**config.mk**
```make
export PLATFORM = sky130hd
export DESIGN_NAME = list_ptr_regs
export DESIGN_NICKNAME = d
export VERILOG_FILES = /design/src/inc/list_ptr_pkg.sv /design/src/list_ptr_regs.sv
export SDC_FILE = /design/constraint.sdc
export NUM_CORES = 1
export LEC_CHECK = 0
export ABC_CLOCK_PERIOD_IN_PS = 2800
export BUFFER_PORTS_ARGS = -buffer_cell sky130_fd_sc_hd__buf_2
export CAP_MARGIN = 15
export CORE_UTILIZATION = 51
export DETAILED_ROUTE_END_ITERATION = 8
export PLACE_DENSITY = 0.81
export REMOVE_ABC_BUFFERS = 1
export SYNTH_ARGS = -nofsm -noshare
export SYNTH_HDL_FRONTEND = slang
export SYNTH_SLANG_ARGS = --single-unit
```
**constraint.sdc**
```tcl
create_clock -name clk_i -period 2.8 [get_ports clk_i]
set_input_delay 0.56 -clock clk_i [delete_from_list [all_inputs] [get_ports clk_i]]
set_output_delay 0.56 -clock clk_i [all_outputs]
set_load 0.01 [all_outputs]
```
**src/inc/list_ptr_pkg.sv**
```systemverilog
// package: register map, field layout and carriers for the list pointer block
package list_ptr_pkg;

  // ***************************************************
  // register byte addresses
  // ***************************************************
  localparam logic [31:0] ctrl_cur_addr = 32'h30002c20;
  localparam logic [31:0] bulk_head_addr = 32'h30002c28;
  localparam logic [31:0] bulk_cur_addr = 32'h30002c2c;
  localparam logic [31:0] ctrl_head_addr = 32'h30002c24;
  localparam logic [31:0] list_ctl_addr = 32'h30002c40;

  // ***************************************************
  // field layout and reset values
  // ***************************************************
  localparam int ptr_lsb = 4;
  localparam logic [31:0] ptr_mask = 32'hfffffff0;
  localparam logic [31:0] ptr_reset = 32'h00000000;
  localparam logic [31:0] end_of_list = 32'h00000000;
  localparam int ctl_ctrl_en_bit = 0;
  localparam int ctl_bulk_en_bit = 1;
  localparam int ctl_ctrl_fill_bit = 2;
  localparam int ctl_bulk_fill_bit = 3;

  // engine events from the descriptor walker
  typedef struct packed {
    logic ctrl_advance;
    logic ctrl_end;
    logic bulk_advance;
    logic bulk_end;
    logic area_load;
    logic [31:0] next_ptr;
    logic [31:0] area_bulk_head;
  } walk_event_t;

  // pointers presented to the walker
  typedef struct packed {
    logic [31:0] ctrl_cur;
    logic [31:0] bulk_head;
    logic [31:0] bulk_cur;
  } walk_view_t;

endpackage

```
**src/list_ptr_regs.sv**
```systemverilog
// list pointer registers for control and bulk descriptor lists
`timescale 1ns/1ps
// What this block does
// - the control current pointer lives in bits 31 to 4 and advances to the next descriptor.
// - the control current pointer is kept across frames so the walk resumes where it stopped.
// - at control list end a set pending flag reloads current from head and clears the flag.
// - the control current pointer resets to zero, which marks the end of the list.
// - the bulk walk starts at the bulk head pointer held in bits 31 to 4, reset zero.
// - the bulk head pointer is loaded from the shared communication area at init.
// - the bulk current pointer lives in bits 31 to 4 and advances after each descriptor.
// - the bulk current pointer is kept across frames so the walk resumes where it stopped.
// - at bulk list end a set pending flag reloads current from head and clears the flag.
// - the bulk current pointer resets to zero, which marks the end of the bulk list.
// - bulk descriptors are visited in their insertion order; the walk restarts at the head only when the bulk pending flag is set at list end.
module list_ptr_regs (
  input wire logic clk_i,
  input wire logic reset_n_i,
  input wire logic psel_i,
  input wire logic penable_i,
  input wire logic pwrite_i,
  input wire logic [31:0] paddr_i,
  input wire logic [31:0] pwdata_i,
  output logic [31:0] prdata_o,
  output logic pready_o,
  output logic pslverr_o,
  input wire list_ptr_pkg::walk_event_t walk_i,
  output list_ptr_pkg::walk_view_t view_o,
  output logic control_queue_enable_o,
  output logic bulk_queue_enable_o
);

  // ***************************************************
  // state
  // ***************************************************
  logic [31:0] control_current_descriptor_ptr;
  logic [31:0] control_first_descriptor_ptr;
  logic [31:0] bulk_first_descriptor_ptr;
  logic [31:0] bulk_current_descriptor_ptr;
  logic control_queue_enable;
  logic bulk_queue_enable;
  logic control_queue_pending_flag;
  logic bulk_queue_pending_flag;
  logic [31:0] next_ctrl_cur;
  logic [31:0] next_ctrl_head;
  logic [31:0] next_bulk_head;
  logic [31:0] next_bulk_cur;
  logic next_ctrl_en;
  logic next_bulk_en;
  logic next_ctrl_fill;
  logic next_bulk_fill;
  logic [31:0] next_rdata;
  logic wr_stb;
  logic rd_stb;
  logic addr_hit;
  logic ctrl_fill_set;
  logic bulk_fill_set;

  // aligned pointer value, low nibble forced clear
  function automatic logic [31:0] align_ptr(input logic [31:0] v);
    align_ptr = v & list_ptr_pkg::ptr_mask;
  endfunction

  // address decode shared by write strobe and error answer
  function automatic logic is_mapped(input logic [31:0] a);
    is_mapped = (a == list_ptr_pkg::ctrl_cur_addr) || (a == list_ptr_pkg::ctrl_head_addr) ||
                (a == list_ptr_pkg::bulk_head_addr) || (a == list_ptr_pkg::bulk_cur_addr) ||
                (a == list_ptr_pkg::list_ctl_addr);
  endfunction

  // ***************************************************
  // apb slave, zero wait states
  // ***************************************************
  assign pready_o = 1'b1;
  assign addr_hit = is_mapped(paddr_i);
  assign wr_stb = psel_i & penable_i & pwrite_i & addr_hit;
  assign rd_stb = psel_i & ~penable_i & ~pwrite_i;
  // unmapped access gets an error answer in the access phase
  assign pslverr_o = psel_i & penable_i & ~addr_hit;
  // software set of a pending flag; it must survive a reload in the same
  // cycle, otherwise a list filled just as the walker ends it is lost
  assign ctrl_fill_set = wr_stb && (paddr_i == list_ptr_pkg::list_ctl_addr) &&
                         pwdata_i[list_ptr_pkg::ctl_ctrl_fill_bit];
  assign bulk_fill_set = wr_stb && (paddr_i == list_ptr_pkg::list_ctl_addr) &&
                         pwdata_i[list_ptr_pkg::ctl_bulk_fill_bit];

  // read data is latched in setup so it comes from a flop
  always_comb begin
    next_rdata = prdata_o;
    if (rd_stb) begin
      case (paddr_i)
        list_ptr_pkg::ctrl_cur_addr: begin
          next_rdata = align_ptr(control_current_descriptor_ptr);
        end
        list_ptr_pkg::ctrl_head_addr: next_rdata = align_ptr(control_first_descriptor_ptr);
        list_ptr_pkg::bulk_head_addr: next_rdata = align_ptr(bulk_first_descriptor_ptr);
        list_ptr_pkg::bulk_cur_addr: next_rdata = align_ptr(bulk_current_descriptor_ptr);
        list_ptr_pkg::list_ctl_addr: begin
          next_rdata = 32'h00000000;
          next_rdata[list_ptr_pkg::ctl_ctrl_en_bit] = control_queue_enable;
          next_rdata[list_ptr_pkg::ctl_bulk_en_bit] = bulk_queue_enable;
          next_rdata[list_ptr_pkg::ctl_ctrl_fill_bit] = control_queue_pending_flag;
          next_rdata[list_ptr_pkg::ctl_bulk_fill_bit] = bulk_queue_pending_flag;
        end
        default: next_rdata = 32'h00000000;
      endcase
    end
  end

  // ***************************************************
  // pointer and flag next state
  // ***************************************************
  // walker events win over software writes of the same pointer, since
  // software may only write a current pointer while its list is idle
  always_comb begin
    next_ctrl_cur = control_current_descriptor_ptr;
    next_ctrl_head = control_first_descriptor_ptr;
    next_bulk_head = bulk_first_descriptor_ptr;
    next_bulk_cur = bulk_current_descriptor_ptr;
    next_ctrl_en = control_queue_enable;
    next_bulk_en = bulk_queue_enable;
    next_ctrl_fill = control_queue_pending_flag;
    next_bulk_fill = bulk_queue_pending_flag;
    if (wr_stb) begin
      case (paddr_i)
        list_ptr_pkg::ctrl_cur_addr: begin
          if (!control_queue_enable) begin
            next_ctrl_cur = align_ptr(pwdata_i);
          end
        end
        list_ptr_pkg::ctrl_head_addr: next_ctrl_head = align_ptr(pwdata_i);
        list_ptr_pkg::bulk_head_addr: next_bulk_head = align_ptr(pwdata_i);
        list_ptr_pkg::bulk_cur_addr: begin
          if (!bulk_queue_enable) begin
            next_bulk_cur = align_ptr(pwdata_i);
          end
        end
        list_ptr_pkg::list_ctl_addr: begin
          next_ctrl_en = pwdata_i[list_ptr_pkg::ctl_ctrl_en_bit];
          next_bulk_en = pwdata_i[list_ptr_pkg::ctl_bulk_en_bit];
          // writing one sets a pending flag, zero leaves it
          next_ctrl_fill = control_queue_pending_flag | pwdata_i[list_ptr_pkg::ctl_ctrl_fill_bit];
          next_bulk_fill = bulk_queue_pending_flag | pwdata_i[list_ptr_pkg::ctl_bulk_fill_bit];
        end
        default: begin
        end
      endcase
    end
    if (walk_i.area_load) begin
      next_bulk_head = align_ptr(walk_i.area_bulk_head);
    end
    if (walk_i.ctrl_advance) begin
      next_ctrl_cur = align_ptr(walk_i.next_ptr);
    end else if (walk_i.ctrl_end && control_queue_pending_flag) begin
      next_ctrl_cur = control_first_descriptor_ptr;
      next_ctrl_fill = ctrl_fill_set;
    end
    if (walk_i.bulk_advance) begin
      next_bulk_cur = align_ptr(walk_i.next_ptr);
    end else if (walk_i.bulk_end && bulk_queue_pending_flag) begin
      next_bulk_cur = bulk_first_descriptor_ptr;
      next_bulk_fill = bulk_fill_set;
    end
  end

  // registers only
  always_ff @(posedge clk_i) begin
    if (!reset_n_i) begin
      control_current_descriptor_ptr <= list_ptr_pkg::ptr_reset;
      control_first_descriptor_ptr <= list_ptr_pkg::ptr_reset;
      bulk_first_descriptor_ptr <= list_ptr_pkg::ptr_reset;
      bulk_current_descriptor_ptr <= list_ptr_pkg::ptr_reset;
      control_queue_enable <= 1'b0;
      bulk_queue_enable <= 1'b0;
      control_queue_pending_flag <= 1'b0;
      bulk_queue_pending_flag <= 1'b0;
      prdata_o <= 32'h00000000;
    end else begin
      control_current_descriptor_ptr <= next_ctrl_cur;
      control_first_descriptor_ptr <= next_ctrl_head;
      bulk_first_descriptor_ptr <= next_bulk_head;
      bulk_current_descriptor_ptr <= next_bulk_cur;
      control_queue_enable <= next_ctrl_en;
      bulk_queue_enable <= next_bulk_en;
      control_queue_pending_flag <= next_ctrl_fill;
      bulk_queue_pending_flag <= next_bulk_fill;
      prdata_o <= next_rdata;
    end
  end

  // ***************************************************
  // walker view
  // ***************************************************
  assign view_o.ctrl_cur = control_current_descriptor_ptr;
  assign view_o.bulk_head = bulk_first_descriptor_ptr;
  assign view_o.bulk_cur = bulk_current_descriptor_ptr;
  assign control_queue_enable_o = control_queue_enable;
  assign bulk_queue_enable_o = bulk_queue_enable;

  // ***************************************************
  // assertions
  // ***************************************************
  // reset leaves the control current, bulk head and bulk current pointers at the end marker
  property p_ctrl_reset_zero;
    @(posedge clk_i) $rose(reset_n_i) |->
      control_current_descriptor_ptr == list_ptr_pkg::end_of_list;
  endproperty
  a_ctrl_reset_zero: assert property (p_ctrl_reset_zero)
    else $error("control pointer not zero");

  property p_bulk_reset_zero;
    @(posedge clk_i) $rose(reset_n_i) |->
      bulk_current_descriptor_ptr == list_ptr_pkg::end_of_list &&
      bulk_first_descriptor_ptr == list_ptr_pkg::ptr_reset;
  endproperty
  a_bulk_reset_zero: assert property (p_bulk_reset_zero)
    else $error("bulk pointers not zero");

  // a refused write leaves the pointer untouched
  property p_ctrl_guard;
    @(posedge clk_i) disable iff (!reset_n_i)
      wr_stb && paddr_i == list_ptr_pkg::ctrl_cur_addr && control_queue_enable &&
      !walk_i.ctrl_advance && !walk_i.ctrl_end |=> $stable(control_current_descriptor_ptr);
  endproperty
  a_ctrl_guard: assert property (p_ctrl_guard)
    else $error("control pointer written while enabled");

  property p_bulk_guard;
    @(posedge clk_i) disable iff (!reset_n_i)
      wr_stb && paddr_i == list_ptr_pkg::bulk_cur_addr && bulk_queue_enable &&
      !walk_i.bulk_advance && !walk_i.bulk_end |=> $stable(bulk_current_descriptor_ptr);
  endproperty
  a_bulk_guard: assert property (p_bulk_guard)
    else $error("bulk pointer written while enabled");

  // end of list with the flag set reloads from the head; a software set
  // in that same cycle keeps the flag up for the next pass
  property p_ctrl_reload;
    @(posedge clk_i) disable iff (!reset_n_i)
      walk_i.ctrl_end && !walk_i.ctrl_advance && control_queue_pending_flag |=>
      control_current_descriptor_ptr == $past(control_first_descriptor_ptr) &&
      control_queue_pending_flag == $past(ctrl_fill_set);
  endproperty
  a_ctrl_reload: assert property (p_ctrl_reload)
    else $error("control reload missed");

  property p_bulk_reload;
    @(posedge clk_i) disable iff (!reset_n_i)
      walk_i.bulk_end && !walk_i.bulk_advance && bulk_queue_pending_flag |=>
      bulk_current_descriptor_ptr == $past(bulk_first_descriptor_ptr) &&
      bulk_queue_pending_flag == $past(bulk_fill_set);
  endproperty
  a_bulk_reload: assert property (p_bulk_reload)
    else $error("bulk reload missed");

  // end of list with the flag clear does nothing
  property p_ctrl_no_fill;
    @(posedge clk_i) disable iff (!reset_n_i)
      walk_i.ctrl_end && !walk_i.ctrl_advance && !control_queue_pending_flag && !wr_stb |=>
      $stable(control_current_descriptor_ptr);
  endproperty
  a_ctrl_no_fill: assert property (p_ctrl_no_fill)
    else $error("control end acted without flag");

  property p_bulk_no_fill;
    @(posedge clk_i) disable iff (!reset_n_i)
      walk_i.bulk_end && !walk_i.bulk_advance && !bulk_queue_pending_flag && !wr_stb |=>
      $stable(bulk_current_descriptor_ptr);
  endproperty
  a_bulk_no_fill: assert property (p_bulk_no_fill)
    else $error("bulk end acted without flag");

  // a software set of a pending flag is never lost
  property p_ctrl_fill_set;
    @(posedge clk_i) disable iff (!reset_n_i)
      ctrl_fill_set |=> control_queue_pending_flag;
  endproperty
  a_ctrl_fill_set: assert property (p_ctrl_fill_set)
    else $error("control pending set lost");

  property p_bulk_fill_set;
    @(posedge clk_i) disable iff (!reset_n_i)
      bulk_fill_set |=> bulk_queue_pending_flag;
  endproperty
  a_bulk_fill_set: assert property (p_bulk_fill_set)
    else $error("bulk pending set lost");

  // with no walker event and no write a pointer keeps its place across frames
  property p_ctrl_hold;
    @(posedge clk_i) disable iff (!reset_n_i)
      !walk_i.ctrl_advance && !walk_i.ctrl_end &&
      !(wr_stb && paddr_i == list_ptr_pkg::ctrl_cur_addr) |=>
      $stable(control_current_descriptor_ptr);
  endproperty
  a_ctrl_hold: assert property (p_ctrl_hold)
    else $error("control pointer moved on its own");

  property p_bulk_hold;
    @(posedge clk_i) disable iff (!reset_n_i)
      !walk_i.bulk_advance && !walk_i.bulk_end &&
      !(wr_stb && paddr_i == list_ptr_pkg::bulk_cur_addr) |=>
      $stable(bulk_current_descriptor_ptr);
  endproperty
  a_bulk_hold: assert property (p_bulk_hold)
    else $error("bulk pointer moved on its own");

  // an advance loads the next descriptor address, low nibble cleared
  property p_ctrl_advance;
    @(posedge clk_i) disable iff (!reset_n_i)
      walk_i.ctrl_advance |=>
      control_current_descriptor_ptr == ($past(walk_i.next_ptr) & list_ptr_pkg::ptr_mask);
  endproperty
  a_ctrl_advance: assert property (p_ctrl_advance)
    else $error("control advance lost");

  property p_bulk_advance;
    @(posedge clk_i) disable iff (!reset_n_i)
      walk_i.bulk_advance |=>
      bulk_current_descriptor_ptr == ($past(walk_i.next_ptr) & list_ptr_pkg::ptr_mask);
  endproperty
  a_bulk_advance: assert property (p_bulk_advance)
    else $error("bulk advance lost");

  // bulk head load from the shared area wins over a software write
  property p_area_load;
    @(posedge clk_i) disable iff (!reset_n_i)
      walk_i.area_load |=>
      bulk_first_descriptor_ptr == ($past(walk_i.area_bulk_head) & list_ptr_pkg::ptr_mask);
  endproperty
  a_area_load: assert property (p_area_load)
    else $error("bulk head load lost");

  // descriptors stay 16-byte aligned in the registers and on the bus
  property p_aligned;
    @(posedge clk_i) disable iff (!reset_n_i)
      (control_current_descriptor_ptr & ~list_ptr_pkg::ptr_mask) == list_ptr_pkg::ptr_reset &&
      (bulk_current_descriptor_ptr & ~list_ptr_pkg::ptr_mask) == list_ptr_pkg::ptr_reset &&
      (bulk_first_descriptor_ptr & ~list_ptr_pkg::ptr_mask) == list_ptr_pkg::ptr_reset;
  endproperty
  a_aligned: assert property (p_aligned)
    else $error("pointer not aligned");

  property p_rd_aligned;
    @(posedge clk_i) disable iff (!reset_n_i)
      rd_stb && paddr_i != list_ptr_pkg::list_ctl_addr |=>
      (prdata_o & ~list_ptr_pkg::ptr_mask) == list_ptr_pkg::ptr_reset;
  endproperty
  a_rd_aligned: assert property (p_rd_aligned)
    else $error("read data not aligned");

endmodule

```
# --- Word level (Yosys, flattened, before mapping) ---
# Cells that the tools add are included.
totals:
  ff_bits: 156
  input_bits: 138
  latch_bits: 0
  wordCells: 82
  mem_bits_ro: 0
  ramBits: 0
  output_inout_bits: 132
  memories: 0
classes:
  n_div: 0
  order_cmp: 0
  bitwise_logic: 12
  n_mul: 0
  n_eq_ne: 9
  n_shift: 0
  muxes: 22
  n_addsub: 0
  reduce_logical: 28
op_table:
  columns: ["operator", "n"]
  rows:
  - ["32-bit 2-to-1 mux", 13]
  - ["32-bit by 30-bit equality test with 1-bit output (second input constant)", 5]
  - ["32-bit one-hot mux with 5 select lines", 1]
  - ["3-bit AND reduction", 4]
  - ["2-bit nonzero test", 6]
  - ["3-bit nonzero test", 4]
  - ["1-bit 2-to-1 mux", 8]
  - ["1-bit bitwise AND", 6]
  - ["3-bit by 2-bit != test with 1-bit output (second input constant)", 2]
  - ["2-bit AND reduction", 3]
  - ["1-bit logical AND", 5]
  - ["1-bit logical OR", 4]
  - ["2-bit by 1-bit != test with 1-bit output (second input constant)", 2]
  - ["1-bit NOT", 4]
  - ["2-bit OR reduction", 2]
  - ["1-bit bitwise OR", 2]

# --- Longest topological paths before layout ---
logic_depth:
  depth_word: 10
  mapped_depth: 8
  ltp_nobuf: 5

# --- Least setup slack after synthesis ---
# OpenSTA, ideal clock, no wires.
synth_timing:
  kind: "input-to-reg"
  start: "input paddr_i[22]"
  end: "register control_first_descriptor_ptr[11]"
  slack_ns: 0.685
  arrival_time_ns: 1.999
  stages: 7
  path_buffers: 2
  setup_time_ns: 0.116
  required_ns: 2.684
  cell_sequence: "nor4_1 > nand3_1 > nor4_1 > buf_4 > buf_8 > mux2i_1 > nor2b_1"
synth_between:
  elab_chain_cells: 7
  elab_cells_between_ends: 11
  cone_classes: "eq/ne (5); bitwise (1); reduce/logical (5)"
synth_rtl:
  columns: ["element", "line_no", "source"]
  rows:
  - ["from (decl)", "list_ptr_regs.sv:21", "input wire logic [31:0] paddr_i,"]
  - ["32-bit by 30-bit equality test with 1-bit output (on tied branches)", "list_ptr_regs.sv:65, list_ptr_regs.sv:124", null]
  - ["1-bit logical OR (2 in a row)", "list_ptr_regs.sv:65", "is_mapped = (a == list_ptr_pkg::ctrl_cur_addr) || (a == list_ptr_pkg::ctrl_head_addr) ||"]
  - ["1-bit logical OR (2 in a row)", "list_ptr_regs.sv:66", "(a == list_ptr_pkg::bulk_head_addr) || (a == list_ptr_pkg::bulk_cur_addr) ||"]
  - ["1-bit bitwise AND", "list_ptr_regs.sv:75", "assign wr_stb = psel_i & penable_i & pwrite_i & addr_hit;"]
  - ["2-bit AND reduction (no source line) (*)", null, null]
  - ["to (signal assigned)", "list_ptr_regs.sv:169", "control_first_descriptor_ptr <= list_ptr_pkg::ptr_reset;"]
  - ["to (signal assigned)", "list_ptr_regs.sv:179", "control_first_descriptor_ptr <= next_ctrl_head;"]
  - ["to (decl)", "list_ptr_regs.sv:36", "logic [31:0] control_first_descriptor_ptr;"]
# Mark *: on every way between the ends. The rest lies on a longest branch, timed or not.
# A chain may end at the register's enable or synchronous reset.

# --- Final worst setup path ---
layout_timing:
  start: "input paddr_i[3]"
  end: "output pslverr_o"
layout_between:
  elab_chain_cells: 7
  elab_cells_between_ends: 11
  cone_classes: "eq/ne (5); bitwise (2); reduce/logical (4)"
layout_rtl:
  columns: ["element", "line_no", "source"]
  rows:
  - ["32-bit by 30-bit equality test with 1-bit output", "list_ptr_regs.sv:65", null]
  - ["1-bit logical OR (2 in a row)", "list_ptr_regs.sv:65", null]
  - ["1-bit logical OR", "list_ptr_regs.sv:66", null]
  - ["1-bit logical OR (*)", "list_ptr_regs.sv:66", null]
  - ["1-bit NOT (*)", "list_ptr_regs.sv:78", "assign pslverr_o = psel_i & penable_i & ~addr_hit;"]
  - ["1-bit bitwise AND (*)", "list_ptr_regs.sv:78", null]
  - ["to (decl)", "list_ptr_regs.sv:25", "output logic pslverr_o,"]
# Marks and branches as above.

==> impl_results.md <==
- Critical Path AT: about 1.8 ns
- R2r startpoint: control_queue_enable_o
- Nature of the critical path endpoint: primary output
- Half-perimeter wire length after detailed placement: around 16,000 um
- Mapped Area: ~8000 um^2
- Sort of element at the start of the critical path: input port
- Post-CTS Hold Fix Bufs: 0
- Library cell contributing the largest single delay on the critical path: nor4b_1
- Worst reg2reg endpoint: control_current_descriptor_ptr[11]
- Area used by sequential logic in the layout: between 2000 and 3000 um^2
- Crit path largest cell delay: around 0.42 ns
- R2R cell count: 4
- Worst hold path endpoint: control_queue_pending_flag
- Unique masters post-synth: 37
- Final core occ: 0.654
- Clock network latency to the later pin of the worst-skew pair: around 0.42 ns
- Most frequent cells in the layout: 247 x buf_2, 203 x nand2_1, 148 x dfxtp_1
- Worst Max-Slew Pin Slew: 0.994 ns
- Sequential element share of the synthesized area: 0.370
- RSZ-0062 raised after global routing: no
- Worst setup timing slack at the placement stage: 0.155 ns
- Leakage power of the design: 4.73 nW
- Achievable frequency: about 420 MHz
- Number of detailed-routing iterations run before antenna repair: 5
- Area overhead of the layout relative to synthesis: 24.6%
- IO Count: 270
- Class of the tightest hold or removal check: in2reg
- Number of buffers inserted during clock tree synthesis: 17
- Gpl congestion: ~0.8
- Overall die width: 127 um
- Die height: 127 um
- Cells after synthesis: between 900 and 1,000
- Number of standard cells in the layout, taps in and fillers out: ~1,400
- Critical path's most frequent cell: buf_2
- Number of H-tree levels: 4
- Global-route wire length before repair: about 36,000 um
- Worst R2R Setup Slack: roughly 1.1 ns
- Startpoint of the lowest-slack hold path: pwdata_i[2]
- Antenna viol nets, final: 0
- Final design instance area without fill: 9980 um^2
- Fraction of post-synthesis cell area in the top cell type by area: 0.370
- Die Outline Area: approximately 16,000 um^2
- Class of the most critical setup path: in2out
- Initial DRC count: roughly 500
- Worst path required time: roughly 2.2 ns
- Vias in the first global route: 6,696
- Setup Buffers After CTS: 0
- Nets@finish: between 1,000 and 1,500
- CTS root buffer: clkbuf_16
- Effective utilization at floorplan: 0.525
- Number of synthesized register bits: roughly 150
- Accumulated negative setup slack: 0 ns
- Area of the core region: between 15,000 and 20,000 um^2
- Overall global routing resource usage: 0.294
- Standard-cell rows: 45
- Total number of vias: ~7,400
- PD cells: roughly 540 nW/um^2
- Share of the clock period used by the worst path after layout: 0.858
- Final Critical Period: 2.40 ns
- Initial antenna violation count: 1
- Hold Fails Final Rpt: 0
- WL per Instance: 17.7 um
- Mean cell area of the mapped netlist: between 8 and 9 um^2
- Layout fillers: around 1,300
- Largest delay contributor family on the critical path: simple AND/OR/NAND/NOR gates
- Most frequent standard cell in the layout excluding fill and tap cells: buf_2
- Routed WL: about 24,000 um
- Post-synth top area cell: dfxtp_1
- Final Setup Violations: 0
- Cell area after placement: slightly above 9000 um^2
- Yosys Warn Count: 0
- Crit path cell chain: buf_2 -> nor4b_1 -> nand4_1 -> a211oi_1 -> nor2_1 -> buf_2
- Number of buffer and inverter instances along the worst setup path: 2
- CTS resizes: 0
- Count of cell instances traversed by the critical path: 6
- Clock-pin slew of the registers on the worst-case setup and hold paths: 0.06 ns
- Pin count of the biggest net entering global routing: between 150 and 200
- CTS tree: done
- Number of buffers between clock root and the deepest sink: 2
- Relative max-transition margin: 0.336
- Synth top area cells: dfxtp_1 37%, mux2i_1 18%, nand2_1 9.6%, mux4_2 7.9%, o21ai_0 5.9%
- Number of buffers inserted by port buffering: between 200 and 250
- Number of sinks handled by clock tree synthesis: approximately 150
- Max FO, Critical Path: 3
- Final slew viol count: 0
- Congestion Overflow GR: 0
- Worst hold path cell count: 3
- Ratio of cells with drive above 1 in the final layout: 0.317
- Combined area of the multi-input logic cells: between 4000 and 5000 um^2
- Max capacitance violation total: 0
- Result of the run: completed
- Worst Setup Slack, final: around 0.4 ns
- Remaining design rule violation count: 0
- Worst vdd rail ir drop: ~380 uV
- Post-route clock skew: a little over 0.007 ns
- Placed instance count: 1,320
- Detail-routed via count per cell: around 5.5
[through the flow]
stage	power [W]	hold WS [ns]
finish	0.00543	0.406
detailed placement	0.00302	0.436
global route	0.00560	0.413
floorplan	0.00264	0.458
CTS	0.00544	0.393
global placement	0.00300	0.430
[how the worst max path moves through the flow]
stage,start,to,slack [ns]
after floorplan,paddr_i[22],control_first_descriptor_ptr[10],-2.79
after global placement,paddr_i[31],control_first_descriptor_ptr[19],0.22
after detailed placement,paddr_i[31],control_first_descriptor_ptr[23],0.16
after CTS,paddr_i[25],pslverr_o,0.39
after global routing,paddr_i[3],pslverr_o,0.29
final,paddr_i[3],pslverr_o,0.40
[layout make-up]
type	count	area share
sequential	148	0.297
clock inverter	9	0.0152
antenna	1	0.000251
inverter	31	0.0117
multi-input combinational	659	0.455
timing repair buffer	271	0.147
tap	211	0.0265
clock buffer	22	0.0475
[registers in the layout, indices dropped and copies added (netlist names)]
name and flops:
bulk_current_descriptor_ptr 28, bulk_first_descriptor_ptr 28, bulk_queue_enable_o 1, bulk_queue_pending_flag 1
control_current_descriptor_ptr 28, control_first_descriptor_ptr 28, control_queue_enable_o 1, control_queue_pending_flag 1
prdata_o 32
[cell families after synthesis]
group,share of synthesized area
compound gates,0.116
flops,0.370
buf+inv,0.0748
mux,0.256
simple gates,0.182
other cells,0.000938
[power by group]
group | total (W) | internal (W) | switching, W
Clock | 0.00244 | 0.00156 | 0.000886
Combinational | 0.000727 | 0.000319 | 0.000408
Sequential | 0.00226 | 0.00219 | 0.0000682
Total | 0.00543 | 0.00406 | 0.00136
[synth_stat cells, drive strengths merged]
| cell type | number |
|---|---|
| nor2b | 33 |
| a21oi | 2 |
| a21boi | 2 |
| o21ai | 114 |
| or4 | 1 |
| clkbuf | 44 |
| nand3 | 3 |
| conb | 2 |
| inv | 31 |
| a211oi | 29 |
| nand2 | 205 |
| nand2b | 4 |
| mux2i | 142 |
| nor4b | 2 |
| nor3 | 29 |
| nor3b | 1 |
| and3 | 1 |
| nand4 | 3 |
| mux4 | 28 |
| a22o | 4 |
| nor4bb | 1 |
| dfxtp | 148 |
| nor4 | 9 |
| and4bb | 1 |
| buf | 43 |
| nor2 | 32 |
[layer usage]
metal,up-vias,track usage,share of wire
met5,-,0,0
met4,0,0.0924,0.018
met1,3495,0.360,0.41
li1,3560,-,-
met3,31,0.0766,0.080
met2,308,0.502,0.49
[worst min-delay path, cell delays in order]
cell and delay (ns):
buf_2 0.09, nand2_1 0.05, a21boi_0 0.07
Power figures use the tool's default switching activity.
